`src/core/ssw_pkg.sv`:
```
// Shared constants and types for the supply supervisor and watchdog.
package ssw_pkg;

  // Clock and internal timebase.
  localparam int unsigned CLK_PERIOD_NS = 100;
  localparam int unsigned NS_PER_MS     = 1_000_000;
  localparam int unsigned TICK_TIME_NS  = 1_000_000;
  localparam int unsigned TICK_CYCLES   = TICK_TIME_NS / CLK_PERIOD_NS;
  localparam int unsigned TICKS_PER_MS  = NS_PER_MS / TICK_TIME_NS;

  // Reset stretch, nominal value and limits, in milliseconds.
  localparam int unsigned PULSE_TIME_MS = 200;
  localparam int unsigned PULSE_MIN_MS  = 140;
  localparam int unsigned PULSE_MAX_MS  = 280;
  localparam int unsigned PULSE_TICKS   = PULSE_TIME_MS * TICKS_PER_MS;

  // Watchdog period, nominal value and limits, in milliseconds.
  localparam int unsigned WD_TIME_MS = 1600;
  localparam int unsigned WD_MIN_MS  = 1000;
  localparam int unsigned WD_MAX_MS  = 2250;
  localparam int unsigned WD_TICKS   = WD_TIME_MS * TICKS_PER_MS;

  // Shortest kick pulse the host may give, and its cycle count.
  localparam int unsigned KICK_PULSE_MIN_NS = 50;
  localparam int unsigned KICK_PULSE_CYCLES =
    (KICK_PULSE_MIN_NS + CLK_PERIOD_NS - 1) / CLK_PERIOD_NS;

  // Bit positions of the conditioned pin vector.
  localparam int unsigned PIN_MR    = 0;
  localparam int unsigned PIN_SUPLO = 1;
  localparam int unsigned PIN_PF    = 2;
  localparam int unsigned PIN_KICK  = 3;
  localparam int unsigned PIN_HIZ   = 4;
  localparam int unsigned PIN_COUNT = 5;

  // Pin levels assumed during reset: supply low, kick floating.
  localparam logic [PIN_COUNT-1:0] PIN_RESET = 5'h17;

  // Reset sequencer states.
  typedef enum logic [1:0] {
    RST_HOLD,
    RST_STRETCH,
    RST_RUN
  } ssw_rst_state_t;

endpackage

```
`src/core/ssw_pin_if.sv`:
```
// Carrier between the pin conditioner and the supervisor core.
interface ssw_pin_if #(
  parameter int unsigned W = 1
);
  logic [W-1:0] raw;
  logic [W-1:0] clean;

  modport cond (input raw, output clean);
  modport user (output raw, input clean);
endinterface

```
`src/core/ssw_supervisor.sv`:
```
// Supply supervisor: stretched reset, watchdog and power-fail flag.
// Overview of operation
// - Manual reset input driven low starts a reset pulse.
// - Any triggered reset holds the low reset output for nominally 200 ms.
// - Reset output stays low while supply is below threshold.
// - After supply recovery or manual release, reset stays low 200 ms more.
// - Reset stretch lies between 140 ms and 280 ms, typically 200 ms.
// - Watchdog expiry never asserts reset by itself.
// - Kick input held at one level for 1.6 s expires the watchdog.
// - Watchdog period from last clear lies between 1.00 s and 2.25 s.
// - Timer clears during reset, while kick floats, and on kick edges.
// - Floating kick input disables the watchdog entirely.
// - Expired output stays low until the timer is next cleared.
// - Expired output low during low supply, high at once on recovery.
// - Kick pulses count only once two filter samples agree; the host keeps them three clocks.
// - Power-fail flag low while monitored voltage is below reference.
// - Active-high reset is always the exact complement of the low one.
// - A dip during a running pulse extends it at least 140 ms more.
// - Timer counts once reset is released and kick is driven.
module ssw_supervisor
  import ssw_pkg::*;
#(
  parameter int unsigned TB_CYCLES = TICK_CYCLES,
  parameter int unsigned RST_TICKS = PULSE_TICKS,
  parameter int unsigned WDT_TICKS = WD_TICKS
) (
  // Clock and reset.
  input  wire logic clk_sys,
  input  wire logic rst,
  // Supply and comparator sense, asynchronous.
  input  wire logic supply_low_in,
  input  wire logic powerfail_sense_in,
  // Manual reset line, asynchronous, active low.
  input  wire logic manual_reset_n,
  // Watchdog kick pin and its undriven indication from the pad.
  input  wire logic watchdog_kick_in,
  input  wire logic watchdog_kick_hiz,
  // Outputs toward the host processor.
  output wire logic system_reset_n,
  output wire logic system_reset,
  output wire logic watchdog_expired_n,
  output wire logic powerfail_flag_n
);

  localparam int unsigned PW = (TB_CYCLES > 1) ? $clog2(TB_CYCLES) : 1;
  localparam int unsigned SW = $clog2(RST_TICKS + 1);
  localparam int unsigned WW = $clog2(WDT_TICKS + 1);

  typedef struct packed {
    ssw_rst_state_t rst_state;
    logic [SW-1:0]  stretch_cnt;
    logic [PW-1:0]  pre_cnt;
    logic           tick;
    logic [WW-1:0]  wd_cnt;
    logic           wd_exp;
    logic           kick_prev;
    logic           rst_n;
    logic           wdo_n;
    logic           pfo_n;
  } ssw_state_t;

  ssw_state_t st_r;
  ssw_state_t st_nxt;

  ssw_pin_if #(.W(PIN_COUNT)) pins ();

  logic mr_low;
  logic sup_low;
  logic kick_lvl;
  logic kick_hiz;
  logic pf_ok;
  logic hold_req;
  logic kick_edge;
  logic wd_clear;

  // Every pin is asynchronous to clk_sys and goes through the filter.
  assign pins.raw[PIN_MR]    = manual_reset_n;
  assign pins.raw[PIN_SUPLO] = supply_low_in;
  assign pins.raw[PIN_PF]    = powerfail_sense_in;
  assign pins.raw[PIN_KICK]  = watchdog_kick_in;
  assign pins.raw[PIN_HIZ]   = watchdog_kick_hiz;

  ssw_pin_filter #(
    .W       (PIN_COUNT),
    .RST_VAL (PIN_RESET)
  ) u_filter (
    .clk_sys (clk_sys),
    .rst     (rst),
    .pins    (pins)
  );

  // Filtered levels and the events derived from them.
  assign mr_low    = ~pins.clean[PIN_MR];
  assign sup_low   = pins.clean[PIN_SUPLO];
  assign pf_ok     = pins.clean[PIN_PF];
  assign kick_lvl  = pins.clean[PIN_KICK];
  assign kick_hiz  = pins.clean[PIN_HIZ];
  assign hold_req  = mr_low | sup_low;
  assign kick_edge = kick_lvl ^ st_r.kick_prev;
  assign wd_clear  = ~st_r.rst_n | kick_hiz | kick_edge;

  // Next-state logic for timebase, reset sequencer and watchdog.
  always_comb begin
    st_nxt      = st_r;
    st_nxt.tick = 1'b0;

    if (st_r.pre_cnt == PW'(TB_CYCLES - 1)) begin
      st_nxt.pre_cnt = '0;
      st_nxt.tick    = 1'b1;
    end else begin
      st_nxt.pre_cnt = st_r.pre_cnt + 1'b1;
    end

    unique case (st_r.rst_state)
      RST_HOLD: begin
        if (!hold_req) begin
          st_nxt.rst_state   = RST_STRETCH;
          st_nxt.stretch_cnt = '0;
        end
      end
      RST_STRETCH: begin
        if (hold_req) begin
          st_nxt.rst_state = RST_HOLD;
        end else if (st_r.tick) begin
          if (st_r.stretch_cnt == SW'(RST_TICKS - 1)) begin
            st_nxt.rst_state = RST_RUN;
          end else begin
            st_nxt.stretch_cnt = st_r.stretch_cnt + 1'b1;
          end
        end
      end
      RST_RUN: begin
        if (hold_req) begin
          st_nxt.rst_state = RST_HOLD;
        end
      end
    endcase
    st_nxt.rst_n = (st_nxt.rst_state == RST_RUN);

    st_nxt.kick_prev = kick_lvl;
    // expired flag held until a clear
    if (wd_clear) begin
      st_nxt.wd_cnt = '0;
      st_nxt.wd_exp = 1'b0;
    end else if (st_r.tick && !st_r.wd_exp) begin
      if (st_r.wd_cnt == WW'(WDT_TICKS - 1)) begin
        st_nxt.wd_exp = 1'b1;
      end else begin
        st_nxt.wd_cnt = st_r.wd_cnt + 1'b1;
      end
    end

    // low supply forces the expired output
    st_nxt.wdo_n = ~(st_nxt.wd_exp | sup_low);
    st_nxt.pfo_n = pf_ok;
  end

  // State register; reset output is low from reset onward.
  always_ff @(posedge clk_sys or posedge rst) begin
    if (rst) begin
      st_r.rst_state   <= RST_HOLD;
      st_r.stretch_cnt <= '0;
      st_r.pre_cnt     <= '0;
      st_r.tick        <= 1'b0;
      st_r.wd_cnt      <= '0;
      st_r.wd_exp      <= 1'b0;
      st_r.kick_prev   <= 1'b0;
      st_r.rst_n       <= 1'b0;
      st_r.wdo_n       <= 1'b1;
      st_r.pfo_n       <= 1'b1;
    end else begin
      st_r <= st_nxt;
    end
  end

  assign system_reset_n     = st_r.rst_n;
  assign system_reset       = ~st_r.rst_n;
  assign watchdog_expired_n = st_r.wdo_n;
  assign powerfail_flag_n   = st_r.pfo_n;

  // Checking aids: cycle counts since the last hold and the last clear.
  // Bounds assume one tick per millisecond; shorten only TB_CYCLES.
  localparam int unsigned RST_MIN_CYC = PULSE_MIN_MS * TB_CYCLES;
  localparam int unsigned RST_MAX_CYC = PULSE_MAX_MS * TB_CYCLES;
  localparam int unsigned WD_MIN_CYC  = WD_MIN_MS * TB_CYCLES;
  localparam int unsigned WD_MAX_CYC  = WD_MAX_MS * TB_CYCLES;

  logic [31:0] stretch_cyc_r;
  logic [31:0] wd_cyc_r;

  always_ff @(posedge clk_sys or posedge rst) begin
    if (rst) begin
      stretch_cyc_r <= '0;
      wd_cyc_r      <= '0;
    end else begin
      if (st_r.rst_state == RST_HOLD) begin
        stretch_cyc_r <= '0;
      end else if (!st_r.rst_n) begin
        stretch_cyc_r <= stretch_cyc_r + 32'h1;
      end
      if (wd_clear) begin
        wd_cyc_r <= '0;
      end else if (!st_r.wd_exp) begin
        wd_cyc_r <= wd_cyc_r + 32'h1;
      end
    end
  end

  a_mr_starts_pulse :
    assert property (@(posedge clk_sys) disable iff (rst)
      mr_low |=> !system_reset_n ##1 !system_reset_n)
    else $error("manual reset low did not assert reset");

  a_stretch_span :
    assert property (@(posedge clk_sys) disable iff (rst)
      $rose(system_reset_n) |->
        (stretch_cyc_r >= RST_MIN_CYC) && (stretch_cyc_r <= RST_MAX_CYC))
    else $error("reset stretch outside its allowed span");

  a_supply_holds :
    assert property (@(posedge clk_sys) disable iff (rst)
      sup_low |=> !system_reset_n && (st_r.rst_state == RST_HOLD))
    else $error("reset released while supply is low");

  a_release_waits :
    assert property (@(posedge clk_sys) disable iff (rst)
      (st_r.rst_state == RST_HOLD) && !hold_req |=> !system_reset_n [*8])
    else $error("reset released early after hold ended");

  a_expiry_no_reset :
    assert property (@(posedge clk_sys) disable iff (rst)
      $rose(st_r.wd_exp) && system_reset_n && !hold_req |=> system_reset_n)
    else $error("watchdog expiry asserted reset");

  a_wd_period_span :
    assert property (@(posedge clk_sys) disable iff (rst)
      $rose(st_r.wd_exp) |->
        (wd_cyc_r >= WD_MIN_CYC) && (wd_cyc_r <= WD_MAX_CYC))
    else $error("watchdog period outside its allowed span");

  a_float_disables :
    assert property (@(posedge clk_sys) disable iff (rst)
      kick_hiz |=> (st_r.wd_cnt == '0) && !st_r.wd_exp)
    else $error("watchdog ran with a floating kick input");

  a_expired_holds :
    assert property (@(posedge clk_sys) disable iff (rst)
      st_r.wd_exp && !wd_clear |=> st_r.wd_exp && !watchdog_expired_n)
    else $error("expired output left low state without a clear");

  a_wdo_recovers :
    assert property (@(posedge clk_sys) disable iff (rst)
      $fell(sup_low) |=> watchdog_expired_n)
    else $error("expired output not released on supply recovery");

  a_pfo_follows :
    assert property (@(posedge clk_sys) disable iff (rst)
      ##1 powerfail_flag_n == $past(pf_ok))
    else $error("power-fail flag does not follow the comparator");

  a_reset_complement :
    assert property (@(posedge clk_sys) disable iff (rst)
      system_reset == !system_reset_n)
    else $error("active-high reset is not the complement");

  a_wd_counts :
    assert property (@(posedge clk_sys) disable iff (rst)
      !wd_clear && st_r.tick && !st_r.wd_exp &&
        (st_r.wd_cnt != WW'(WDT_TICKS - 1))
      |=> st_r.wd_cnt == $past(st_r.wd_cnt) + 1'b1)
    else $error("watchdog did not advance on a tick");

  a_kick_clears :
    assert property (@(posedge clk_sys) disable iff (rst)
      kick_edge |=> (st_r.wd_cnt == '0) && !st_r.wd_exp)
    else $error("kick edge did not clear the watchdog");

  a_reset_clears :
    assert property (@(posedge clk_sys) disable iff (rst)
      !system_reset_n |=> (st_r.wd_cnt == '0) && !st_r.wd_exp)
    else $error("watchdog not held clear during reset");

  a_expiry_drives_wdo :
    assert property (@(posedge clk_sys) disable iff (rst)
      $rose(st_r.wd_exp) |-> !watchdog_expired_n)
    else $error("expiry did not drive the expired output low");

  a_wdo_low_supply :
    assert property (@(posedge clk_sys) disable iff (rst)
      sup_low |=> !watchdog_expired_n)
    else $error("expired output high while supply is low");

  a_dip_restarts :
    assert property (@(posedge clk_sys) disable iff (rst)
      (st_r.rst_state == RST_STRETCH) && hold_req
      |=> (st_r.rst_state == RST_HOLD) && !system_reset_n)
    else $error("hold during the stretch did not restart it");

endmodule // ssw_supervisor

```
`src/core/ssw_pin_filter.sv`:
```
// Three-stage synchroniser with agreement filter for asynchronous pins.
module ssw_pin_filter
  import ssw_pkg::*;
#(
  parameter int unsigned           W       = PIN_COUNT,
  parameter logic [PIN_COUNT-1:0]  RST_VAL = PIN_RESET
) (
  // Clock and reset.
  input wire logic  clk_sys,
  input wire logic  rst,
  // Raw pins in, filtered levels out.
  ssw_pin_if.cond   pins
);

  typedef struct packed {
    logic [W-1:0] s1;
    logic [W-1:0] s2;
    logic [W-1:0] s3;
    logic [W-1:0] clean;
  } ssw_filt_t;

  ssw_filt_t st_r;
  ssw_filt_t st_nxt;

  // A level is taken only once stages two and three agree, which
  // rejects a sample caught mid-transition; stage one feeds only two.
  always_comb begin
    st_nxt    = st_r;
    st_nxt.s1 = pins.raw;
    st_nxt.s2 = st_r.s1;
    st_nxt.s3 = st_r.s2;
    for (int i = 0; i < W; i++) begin
      if (st_r.s2[i] == st_r.s3[i]) begin
        st_nxt.clean[i] = st_r.s3[i];
      end
    end
  end

  // State register.
  always_ff @(posedge clk_sys or posedge rst) begin
    if (rst) begin
      st_r <= {4{RST_VAL[W-1:0]}};
    end else begin
      st_r <= st_nxt;
    end
  end

  assign pins.clean = st_r.clean;

endmodule // ssw_pin_filter

```
`config.mk`:
```
export PLATFORM = sky130hd
export DESIGN_NAME = ssw_supervisor
export DESIGN_NICKNAME = d
export VERILOG_FILES = /design/src/core/ssw_pkg.sv /design/src/core/ssw_pin_if.sv /design/src/core/ssw_supervisor.sv /design/src/core/ssw_pin_filter.sv
export SDC_FILE = /design/constraint.sdc
export NUM_CORES = 1
export LEC_CHECK = 0
export ABC_AREA = 1
export BUFFER_PORTS_ARGS = -buffer_cell sky130_fd_sc_hd__buf_2
export CAP_MARGIN = 20
export CORE_ASPECT_RATIO = 0.9
export CORE_MARGIN = 4
export CORE_UTILIZATION = 35
export CTS_BUF_LIST = sky130_fd_sc_hd__clkbuf_4 sky130_fd_sc_hd__clkbuf_8
export DETAILED_ROUTE_END_ITERATION = 16
export GPL_TIMING_DRIVEN = 0
export PLACE_DENSITY = 0.48
export SYNTH_ARGS = -nofsm -noshare
export SYNTH_HDL_FRONTEND = slang
export SYNTH_SLANG_ARGS = --single-unit
export TNS_END_PERCENT = 20
```
`constraint.sdc`:
```
create_clock -name clk_sys -period 6 [get_ports clk_sys]
set_clock_uncertainty 0.05 [all_clocks]
set_input_delay 1.5 -clock clk_sys [delete_from_list [all_inputs] [get_ports clk_sys]]
set_output_delay 1.5 -clock clk_sys [all_outputs]
set_load 0.005 [all_outputs]
```
# Yosys cells after proc, flatten, opt, wreduce, memory -nomap -nowiden
# Cells that the tools add are included.
# op_classes
add_sub_neg	3
eq_ne	16
n_mux	15
n_bitwise	8
reduce_logical	7
# op_table
cell	count
12-bit 2-to-1 mux	2
10-bit 2-to-1 mux	2
8-bit 2-to-1 mux	2
8-bit case mux with 2 select lines	1
14-bit by 1-bit adder with 14-bit output (second input constant)	1
14-bit == test (second input constant)	1
14-bit 2-to-1 mux	1
11-bit by 1-bit adder with 11-bit output (second input constant)	1
11-bit == test (second input constant)	1
11-bit 2-to-1 mux	1
2-bit != test (second input constant)	5
8-bit by 1-bit adder with 8-bit output (second input constant)	1
8-bit == test (second input constant)	1
2-bit 2-to-1 mux	3
2-bit case mux with 3 select lines	1
1-bit == test	5
5-bit AND reduction	1
2-bit == test (second input constant)	2
1-bit OR	4
2-bit nonzero test	2
1-bit NOT	3
2-bit by 1-bit == test with 1-bit output (second input constant)	1
2-bit zero test	1
1-bit 2-to-1 mux	2
other kinds (4)	4
# totals
regBits	61
input_bits	7
output_inout_bits	4
wordCells	67

# Depth between registers and ports, before layout
# Gate-level depths: netlist of run 1.
# depth
ltp_word	6
depth_mapped	9
depth_no_buf	9

# Hierarchy
# From an unflattened synthesis of run 1, not the netlist that was laid out.
# unflattened
hier_cells	360
area_unflattened_um2	3042.9
# modules_own_cells
module	n_inst	cells_per_inst	area_each_um2	seq_area_each_um2
ssw_supervisor	1	314	2399.8	1028.5
ssw_pin_filter	1	46	643.1	520.5

# Least setup slack after synthesis of run 1
# No wires, ideal clock.
# synth_path
path_type	register -> output
startpoint	reg st_r (netlist bit powerfail_flag_n)
endpoint	out powerfail_flag_n
arrival_ns	0.501
t_required_ns	4.450
slack_ns	3.949
path_stages_with_launch	1
n_path_buf	0
path_cell_list	dfstp_2
# synth_rtl
item	line	rtl
start: declaration	ssw_supervisor.sv:62	ssw_state_t st_r;
start signal: assignment	ssw_supervisor.sv:172	st_r <= st_nxt;
end: declaration	ssw_supervisor.sv:42	output wire logic powerfail_flag_n
# No word-level cell between the ends.

# Final worst setup path of run 1
# layout_path
startpoint	reg st_r (netlist bit watchdog_expired_n)
endpoint	out watchdog_expired_n
# layout_rtl
item	line	rtl
end: declaration	ssw_supervisor.sv:41	output wire logic watchdog_expired_n,
# No word-level cell between the ends.

==> results.py, run 1 <==
metrics = {
    "timing": {
        "finalCritPeriodShare_pct": 41.7,
        "fin_crit_ns": 2.50,
        "finalHoldViolCount": 0,
        "slew_headroom_pct": 68.5,
        "tns_ns": 0,
        "worst_pin_slew_ns": 0.471,
        "hold_slack_ns": 0.307,
        "finalMaxSlewViolations": 0,
        "fmax_mhz": 400,
        "rsz0062_at_grt": "false",
        "worst_slack_ns": 3.50,
        "setup_viol": 0,
    },
    "drt": {
        "vias": 2209,
        "drt_first_pass_iters": 4,
        "wl_met3_um": 179,
        "ant_nets": 0,
        "drt_iter0_markers": 74,
        "wl_met2_um": 2350,
        "drc": 0,
        "highest_layer": "met4",
        "via_per_inst": 4.54,
        "wl_per_cell_um": 11.2,
        "wl_met1_um": 2840,
        "wirelength_um": 5460,
    },
    "hold_path": {
        "hold_start": "u_filter.st_nxt[10]$_DFF_PP1_",
        "hp-class": "reg -> reg",
        "hold_end": "u_filter.st_nxt[5]$_DFF_PP1_",
        "whs_path_depth": 0,
    },
    "floorplanning": {
        "rows": 31,
        "boundaryPins": 11,
        "start_util_pct": 36.4,
        "dieWidth_um": 105,
        "core_area_mm2": 0.00818,
        "die_area_mm2": 0.0101,
        "die_y_um": 95.5,
    },
    "clock_network": {
        "holdBufCountCts": 0,
        "cts_tree": "yes",
        "cts_made_buffers": 9,
        "postCtsSetupBuffers": 0,
        "clock_latency_ns": 0.33,
        "cts.htree.levels": 3,
        "cts_root_buffer": "clkbuf_8",
        "clkTransAtPathRegs_ns": 0.07,
        "cts-resized-gates": 0,
        "cts_buffer_depth": 2,
        "cts_sinks": 61,
    },
    "critical_path": {
        "r2r_cells": 9,
        "reg2reg_slack_ns": 4.29,
        "required_ns": 4.45,
        "slowest_delay_ns": 0.52,
        "r2r_start": "st_r[5]$_DFFE_PP0P_",
        "arrival_ns": 0.95,
        "cp_top_family": "flip-flops",
        "worst-setup-path-type": "reg -> out",
        "worstSetupEndpointType": "primary output",
        "critical_path.max_fanout": 1,
        "path_cells": "buf_2",
        "path_buf_inv": 1,
        "slowest_stage": "dfstp_2",
        "worstReg2RegEnd": "st_r[6]$_DFFE_PP0P_",
        "critPathLaunchType": "register",
    },
    "cells_and_area": {
        "final_util_pct": 41.8,
        "diodes": 0,
        "fill_cells": 821,
        "layout_commonest_cell": "nand2_1",
        "nNetsFinal": 380,
        "area_growth_syn_to_layout_pct": 14.8,
        "final_cell_mix": "nand2_1 (80), inv_1 (44), dfrtp_1 (43), nor2_1 (35), nand3_1 (28)",
        "layout-drive-gt1-share_pct": 18.0,
    },
    "placement": {
        "dp_hpwl_um": 3860,
        "gp_congestion": 0.824,
        "port_buffers": 10,
        "dpl_worst_slack_ns": 3.74,
    },
    "synth": {
        "synth_edf_count": 0,
        "yosysSeqAreaShare_pct": 52.0,
        "async_flop_share_pct": 100,
        "postSynthCellCount": 345,
        "ys_warn_count": 0,
        "yosysUniqueCellTypes": 29,
        "synth_fp_nets": 358,
        "syn_avg_cell_area_um2": 8.63,
        "ys_ff_latch": 61,
        "synth_flop_cell": "dfrtp_1",
        "synth_area_mm2": 0.00298,
    },
    "power_and_ir_drop": {
        "power_density_mw_per_mm2": 276,
        "vdd_drop_max_mv": 0.272,
        "power_uw": 943,
        "leakagePower_nw": 1.56,
    },
    "global_routing": {
        "grt.overflow.total": 0,
        "first_global_vias": 2048,
        "grt_pass1_wl_um": 9720,
        "grt_max_degree": 42,
        "grtUsageTotal_pct": 12.3,
        "antenna_found_initial": 0,
    },
    "flow_run": {
        "maxCapViolations": 0,
    },
    "outcome": {
        "status": "complete, no violations",
    },
}
## power breakdown
group | internal (mW) | switching (mW) | total, mW
logic | 0.0298 | 0.0537 | 0.0835
clock network | 0.240 | 0.180 | 0.420
registers | 0.431 | 0.00830 | 0.439
## metrics by stage
| step | area [um^2] | instances |
|---|---|---|
| finish | 3420 | 487 |
| global route | 3420 | 487 |
| CTS | 3420 | 487 |
| detailed placement | 3190 | 471 |
| global placement | 3170 | 470 |
| floorplan | 2980 | 345 |
## layer usage
layer | GRT usage [%] | vias to the layer above
met5 | 0 | -
met4 | 5.25 | 0
met3 | 3.86 | 9
met2 | 18.4 | 25
met1 | 16.5 | 1016
li1 | - | 1159
## flip-flops by register name, indices dropped and copies added (netlist names)
name,cells
powerfail_flag_n,1
st_r,38
u_filter.pins.clean,5
system_reset_n,1
u_filter.st_r,5
watchdog_expired_n,1
u_filter.st_nxt,10
## Yosys cell counts, types with 2 or more instances
| cell type | n | share of area [%] |
|---|---|---|
| nor3_1 | 8 | 1.3 |
| nand4_1 | 18 | 3.8 |
| buf_4 | 3 | 0.76 |
| nor3_2 | 2 | 0.67 |
| o21ai_1 | 13 | 2.2 |
| dfstp_2 | 18 | 16 |
| nand3_1 | 28 | 4.7 |
| a21oi_1 | 5 | 0.84 |
| nor2_2 | 4 | 0.84 |
| nand2_1 | 80 | 10 |
| o21bai_1 | 2 | 0.50 |
| ha_1 | 6 | 2.5 |
| nor2_1 | 35 | 4.4 |
| inv_1 | 45 | 5.7 |
| o21ai_0 | 4 | 0.67 |
| dfrtp_1 | 43 | 36 |
| inv_2 | 2 | 0.25 |
| nand2_2 | 3 | 0.63 |
| maj3_1 | 5 | 1.7 |
| xor2_1 | 12 | 3.5 |
## worst max path at each step
stage / start / end / slack, ns / cells past startpoint
finish: watchdog_expired_n$_DFF_PP1_ / watchdog_expired_n / 3.50 / 1
global route: system_reset_n$_DFF_PP0_ / system_reset / 3.45 / 2
CTS: watchdog_expired_n$_DFF_PP1_ / watchdog_expired_n / 3.46 / 1
detailed placement: rst / u_filter.pins.clean[1]$_DFFE_PP1N_ / 3.74 / 3
global placement: rst / st_r[33]$_DFFE_PP0P_ / 2.10 / 2
floorplan: rst / st_r[10]$_DFFE_PP0P_ / 2.97 / 1
## final cells by class
type	count	area (um^2)	area share [%]
Clock inverter	7	104	3.04
Multi-Input combinational cell	230	1200	35.1
Clock buffer	9	124	3.62
Inverter	49	189	5.53
Tap cell	115	144	4.21
Sequential cell	61	1550	45.3
Timing Repair Buffer	11	70.1	2.05
Buffer	5	38.8	1.13
## cell families after synthesis
group / Yosys count / share of synthesized area, %
simple gates: 183 / 28.4
compound gates: 24 / 4.20
flops: 61 / 52.0
buf+inv: 54 / 7.65
fa+ha+maj: 11 / 4.20
xor+xnor: 12 / 3.53
(Power assumes the default switching activity.)
==> run 2, diff against run 1 <==
--- a/config.mk
+++ b/config.mk
@@ -5,7 +5,7 @@
 export SDC_FILE = /design/constraint.sdc
 export NUM_CORES = 1
 export LEC_CHECK = 0
-export ABC_AREA = 1
+export ABC_AREA = 0
 export BUFFER_PORTS_ARGS = -buffer_cell sky130_fd_sc_hd__buf_2
 export CAP_MARGIN = 20
 export CORE_ASPECT_RATIO = 0.9
@@ -14,7 +14,7 @@
 export CTS_BUF_LIST = sky130_fd_sc_hd__clkbuf_4 sky130_fd_sc_hd__clkbuf_8
 export DETAILED_ROUTE_END_ITERATION = 16
 export GPL_TIMING_DRIVEN = 0
-export PLACE_DENSITY = 0.48
+export PLACE_DENSITY = 0.5
 export SYNTH_ARGS = -nofsm -noshare
 export SYNTH_HDL_FRONTEND = slang
 export SYNTH_SLANG_ARGS = --single-unit
==> constraint.sdc (replaced) <==
create_clock -name clk_sys -period 2.3 [get_ports clk_sys]
set_clock_uncertainty 0.05 [all_clocks]
set_input_delay 0.575 -clock clk_sys [delete_from_list [all_inputs] [get_ports clk_sys]]
set_output_delay 0.575 -clock clk_sys [all_outputs]
set_load 0.005 [all_outputs]
==> run 2 against run 1 <==
Final cell count fell by 27%. Synthesized cell count decreased by 32%. Critical endpoint is now st_r[34]$_DFFE_PP0P_. Die area down 9.4%. Critical path depth up 6. Global-route usage decreased by 0.93 points. Sequential power grew to 2.6 times the previous value. Critical path type is now reg -> reg. Clock power up 150%. Design area is 9.8% lower. Via count fell by 20%.
==> results.py, run 2 <==
metrics = {
    "cells_and_area": {
        "top_register": "st_r",
        "fill_cells": 698,
        "layout-drive-gt1-share_pct": 20.7,
        "area_growth_syn_to_layout_pct": 15.3,
        "largest_reg_flops": 38,
        "layout_commonest_cell": "dfrtp_1",
        "multi_input_area_mm2": 0.00105,
        "seq_area_mm2": 0.00155,
        "final_util_pct": 42.7,
        "nNetsFinal": 269,
        "final_cell_mix": "dfrtp_1 (43), nor2_1 (19), dfstp_2 (18), nand3_1 (17), nand2_1 (16)",
        "diodes": 0,
        "fin_area_mm2": 0.00308,
    },
    "synth": {
        "synth_fp_nets": 247,
        "ys_warn_count": 0,
        "synth.area.top_cells": "dfrtp_1 (40%), dfstp_2 (18%), nand3_1 (3.2%)",
        "postSynthCellCount": 234,
        "yosysSeqAreaShare_pct": 57.9,
        "yosysUniqueCellTypes": 49,
        "post-synth-top-area-cell": "dfrtp_1",
        "syn_avg_cell_area_um2": 11.4,
        "synth_flop_cell": "dfrtp_1",
        "yosys.area.top_type_share_pct": 40.2,
        "synth.most_common_cell": "dfrtp_1",
        "synth_area_mm2": 0.00267,
        "synth_edf_count": 0,
        "ys_ff_latch": 61,
        "yosys-top-cells-count": "dfrtp_1 (43), nor2_1 (19), dfstp_2 (18)",
        "async_flop_share_pct": 100,
    },
    "global_routing": {
        "first_global_vias": 1687,
        "grt_max_degree": 40,
        "grtUsageTotal_pct": 11.4,
        "grt.overflow.total": 0,
        "antenna_found_initial": 0,
        "grt_pass1_wl_um": 8190,
    },
    "critical_path": {
        "critPathLaunchType": "register",
        "worstSetupEndpointType": "register",
        "required_ns": 2.44,
        "critical_path.max_fanout": 7,
        "arrival_ns": 2.18,
        "worst-setup-path-type": "reg -> reg",
        "r2r_cells": 7,
    },
    "clock_network": {
        "cts-resized-gates": 0,
        "clkTransAtPathRegs_ns": 0.07,
        "postCtsSetupBuffers": 0,
        "cts_tree": "yes",
        "cts_made_buffers": 9,
        "holdBufCountCts": 0,
        "cts_root_buffer": "clkbuf_8",
        "cts_sinks": 61,
        "cts.htree.levels": 3,
        "cts_buffer_depth": 2,
        "clock_latency_ns": 0.33,
    },
    "timing": {
        "fmax_mhz": 492,
        "finalHoldViolCount": 0,
        "finalCritPeriodShare_pct": 88.4,
        "fin_crit_ns": 2.03,
        "setup_viol": 0,
        "finalMaxSlewViolations": 0,
        "worst_pin_slew_ns": 0.761,
        "worst_slack_ns": 0.266,
        "slew_headroom_pct": 48.8,
        "rsz0062_at_grt": "false",
    },
    "placement": {
        "port_buffers": 10,
        "dp_hpwl_um": 3220,
        "placed_cell_area_mm2": 0.00286,
        "gp_congestion": 0.750,
        "dpl_worst_slack_ns": 0.301,
    },
    "power_and_ir_drop": {
        "power_density_mw_per_mm2": 759,
        "leakagePower_nw": 1.30,
        "p_int_mw": 1.79,
        "switching_share_pct": 23.4,
        "vdd_drop_max_mv": 0.397,
        "clkPwrFrac_pct": 45.0,
        "p_sw_uw": 548,
        "p_seq_share_pct": 49.1,
        "comb_power_share_pct": 6.0,
    },
    "outcome": {
        "status": "complete, no violations",
    },
    "floorplanning": {
        "dieWidth_um": 100,
        "start_util_pct": 37.0,
        "core_area_mm2": 0.00722,
        "die_area_mm2": 0.00910,
        "boundaryPins": 11,
        "rows": 29,
        "die_y_um": 90.9,
    },
    "drt": {
        "wl_met1_um": 2430,
        "drc": 0,
        "ant_nets": 0,
        "drt_iter0_markers": 66,
        "wl_per_cell_um": 13.2,
        "drt_first_pass_iters": 4,
        "highest_layer": "met4",
        "wirelength_um": 4690,
        "wl_met3_um": 161,
        "wl_met2_um": 2070,
        "via_per_inst": 5.01,
        "vias": 1775,
    },
    "hold_path": {
        "hp-class": "in -> async",
    },
    "flow_run": {
        "maxCapViolations": 0,
    },
}
[run 2: cell types whose count changed in the layout (fill, tap and decap cells not counted), sizes merged, moves of 6 or more]
cell,delta
o21ai,-10
nor3,-6
inv,-42
nand2,-68
nand3,-11
xnor2,+9
nand4,-15
nor4,+8
nor2,-21
[run 2: stage by stage]
step / hold WS (ns) / setup TNS, ns / power [mW] / std cells
floorplan: 0.281 / 0 / 1.26 / 234
global placement: 0.288 / -27.55 / 1.30 / 337
detailed placement: 0.297 / 0 / 1.31 / 338
CTS: 0.209 / 0 / 2.39 / 354
global route: 0.239 / 0 / 2.45 / 354
finish: 0.215 / 0 / 2.34 / 354
[run 2: area by class of cell]
class / instances / share of cell area [%]
tap: 93 / 3.77
clock inverter: 7 / 3.25
sequential: 61 / 50.2
multi-input combinational: 157 / 34.2
clock buffer: 9 / 4.02
timing repair buffer: 11 / 2.27
buffer: 7 / 1.18
inverter: 9 / 1.10
[run 2: kinds of logic (layout without fill, tap and decap cells)]
logic type	count (synthesis)	count (layout)	share of synthesized area, %
xor gates and xnor gates	17	17	5.57
AOI/OAI and AO/OA	31	31	8.42
DFF	61	61	57.9
and+or+nand+nor	96	96	20.0
adders and majority gates	11	11	4.68
buffers and inverters	16	43	2.62
muxes	2	2	0.749
[run 2: power groups by stage]
stage / clock network (mW) / registers (mW) / logic [mW]
finish: 1.05 / 1.15 / 0.140
global route: 1.14 / 1.15 / 0.162
CTS: 1.10 / 1.15 / 0.142
detailed placement: 0 / 1.17 / 0.142
global placement: 0 / 1.17 / 0.133
floorplan: 0 / 1.16 / 0.0983
[run 2: metal layers]
| metal | vias up | GRT usage (%) |
|---|---|---|
| met5 | - | 0 |
| met4 | 0 | 4.04 |
| met3 | 2 | 4.86 |
| met2 | 22 | 16.1 |
| met1 | 867 | 15.5 |
| li1 | 884 | - |
[run 2: path summary, 6_finish.rpt]
check                                               from                                 end  slack (ns)
max in group asynchronous                            rst  u_filter.pins.clean[0]$_DFFE_PP1N_        1.35
min in group clk_sys                   watchdog_kick_hiz       u_filter.st_nxt[14]$_DFF_PP1_        0.28
setup reg to reg                      st_r[40]$_DFF_PP0_                st_r[34]$_DFFE_PP0P_        0.27
setup / recovery                      st_r[40]$_DFF_PP0_                st_r[34]$_DFFE_PP0P_        0.27
hold reg to reg            u_filter.st_nxt[11]$_DFF_PP1_        u_filter.st_nxt[6]$_DFF_PP1_        0.31
hold / removal                                       rst                 st_r[8]$_DFFE_PP0P_        0.21
[run 2: critical path, stage by stage, from the launching register on]
cell      delay [ns]
dfrtp_1         0.42
inv_1           0.10
ha_1            0.32
and4b_1         0.22
clkbuf_1        0.28
o41ai_2         0.21
nand2_1         0.18
a31oi_1         0.11
==> run 3, diff against run 2 <==
--- a/config.mk
+++ b/config.mk
@@ -14,7 +14,7 @@
 export CTS_BUF_LIST = sky130_fd_sc_hd__clkbuf_4 sky130_fd_sc_hd__clkbuf_8
 export DETAILED_ROUTE_END_ITERATION = 16
 export GPL_TIMING_DRIVEN = 0
-export PLACE_DENSITY = 0.5
+export PLACE_DENSITY = 0.64
 export SYNTH_ARGS = -nofsm -noshare
 export SYNTH_HDL_FRONTEND = slang
 export SYNTH_SLANG_ARGS = --single-unit
==> run 3 against run 2 <==
Global-route usage is 0.11 points higher. Critical path depth stayed put. Clock power about the same. Flip-flop and latch count unchanged. Clock-buffer cell count grew 1. Sequential power is essentially flat. Design area did not move. Combinational power about the same. Wire length shrank 3.2%. Register-to-register slack improved by 0.02 ns. Sequential share of layout area is the same.
==> results.py, run 3 (synthesized netlist as in run 2, its figures left out) <==
metrics = {
    "clock_network": {
        "clkTransAtPathRegs_ns": 0.07,
        "postCtsSetupBuffers": 0,
        "clock_latency_ns": 0.33,
        "cts_root_buffer": "clkbuf_8",
        "cts-resized-gates": 0,
        "cts_sinks": 61,
        "holdBufCountCts": 0,
        "cts_tree": "yes",
        "cts.htree.levels": 3,
        "cts_buffer_depth": 2,
        "cts_made_buffers": 9,
    },
    "timing": {
        "finalCritPeriodShare_pct": 87.4,
        "worst_slack_ns": 0.291,
        "fmax_mhz": 498,
        "worst_pin_slew_ns": 0.729,
        "finalHoldViolCount": 0,
        "slew_headroom_pct": 50.9,
        "fin_crit_ns": 2.01,
        "rsz0062_at_grt": "false",
        "setup_viol": 0,
        "finalMaxSlewViolations": 0,
    },
    "critical_path": {
        "slowest_delay_ns": 0.40,
        "worstSetupEndpointType": "register",
        "cp_top_family": "simple AND/OR/NAND/NOR gates",
        "path_buf_inv": 2,
        "required_ns": 2.45,
        "path_cells": "inv_1 > ha_1 > and4b_1 > clkbuf_1 > o41ai_2 > nand2_1 > a31oi_1",
        "critical_path.max_fanout": 7,
        "arrival_ns": 2.16,
        "slowest_stage": "dfrtp_1",
        "critPathLaunchType": "register",
        "worst-setup-path-type": "reg -> reg",
    },
    "hold_path": {
        "hp-class": "in -> async",
    },
    "cells_and_area": {
        "area_growth_syn_to_layout_pct": 15.3,
        "nNetsFinal": 269,
        "fill_cells": 679,
        "top_register": "st_r",
        "layout_commonest_cell": "dfrtp_1",
        "diodes": 0,
        "final_cell_mix": "dfrtp_1 (43), nor2_1 (19), dfstp_2 (18), nand3_1 (17), nand2_1 (16)",
        "layout-drive-gt1-share_pct": 20.7,
        "largest_reg_flops": 38,
    },
    "floorplanning": {
        "die_area_mm2": 0.00910,
        "core_area_mm2": 0.00722,
        "rows": 29,
        "start_util_pct": 37.0,
        "dieWidth_um": 100,
        "boundaryPins": 11,
        "die_y_um": 90.9,
    },
    "global_routing": {
        "grt_max_degree": 35,
        "grtUsageTotal_pct": 11.5,
        "grt_pass1_wl_um": 8340,
        "grt.overflow.total": 0,
        "first_global_vias": 1728,
        "antenna_found_initial": 0,
    },
    "drt": {
        "drt_iter0_markers": 65,
        "via_per_inst": 5.04,
        "drc": 0,
        "drt_first_pass_iters": 4,
        "ant_nets": 0,
        "wl_per_cell_um": 12.8,
        "vias": 1783,
        "wirelength_um": 4540,
    },
    "power_and_ir_drop": {
        "power_mw": 2.34,
        "vdd_drop_max_mv": 0.453,
        "power_density_mw_per_mm2": 757,
        "leakagePower_nw": 1.30,
    },
    "outcome": {
        "status": "complete, no violations",
    },
    "placement": {
        "dp_hpwl_um": 3140,
        "gp_congestion": 0.813,
        "port_buffers": 10,
        "dpl_worst_slack_ns": 0.304,
    },
    "flow_run": {
        "maxCapViolations": 0,
    },
}
[run 3: per-stage QoR]
stage | hold WS [ns] | setup TNS, ns | utilization, % | instances | instance area, um^2
2_1_floorplan | 0.281 | 0 | - | 234 | 2670
3_3_place_gp | 0.285 | -25.28 | 39.3 | 337 | 2840
3_5_place_dp | 0.290 | 0 | 39.6 | 338 | 2860
4_1_cts | 0.258 | 0 | 42.7 | 354 | 3080
5_1_grt | 0.256 | 0 | 42.7 | 354 | 3080
6_report | 0.263 | 0 | 42.7 | 354 | 3080
[run 3: layout make-up]
cell class	instances	area [um^2]	area share, %
Inverter	9	33.8	1.10
Multi-Input combinational cell	157	1050	34.2
Timing Repair Buffer	11	70.1	2.27
Clock inverter	6	86.3	2.80
Buffer	7	36.3	1.18
Sequential cell	61	1550	50.2
Tap cell	93	116	3.77
Clock buffer	10	138	4.46
[run 3: worst register-to-register path, delay by kind of cell (launching register included)]
family / cells / cell delay (ns)
buffers and inverters: 2 / 0.38
AO/OA/AOI/OAI: 2 / 0.32
AND/OR/NAND/NOR: 2 / 0.41
adder cells (fa/ha/maj): 1 / 0.31
flip-flops: 1 / 0.40
[run 3: power by group]
group / total, mW / internal (mW) / switching [mW]
Combinational: 0.139 / 0.0518 / 0.0876
Sequential: 1.15 / 1.13 / 0.0221
Clock: 1.05 / 0.637 / 0.412
[run 3: path summary, 6_finish.rpt]
kind | startpoint | endpoint | slack (ns) | cells after the start
max in group asynchronous | rst | u_filter.st_nxt[12]$_DFF_PP1_ | 1.29 | 3
setup / recovery | st_r[40]$_DFF_PP0_ | st_r[37]$_DFFE_PP0P_ | 0.29 | 7
hold / removal | rst | st_r[17]$_DFF_PP0_ | 0.26 | 2
min in group clk_sys | powerfail_sense_in | u_filter.st_nxt[12]$_DFF_PP1_ | 0.29 | 1
hold reg to reg | u_filter.st_nxt[13]$_DFF_PP0_ | u_filter.st_nxt[8]$_DFF_PP0_ | 0.30 | 0
setup reg to reg | st_r[40]$_DFF_PP0_ | st_r[37]$_DFFE_PP0P_ | 0.29 | 7
[run 3: layer usage]
layer	GRT usage (%)	vias up	part of all wire (%)
met4	4.71	0	1.9
met1	16.2	853	51
li1	-	893	-
met5	0	-	0
met3	4.17	9	3.3
met2	15.9	28	44
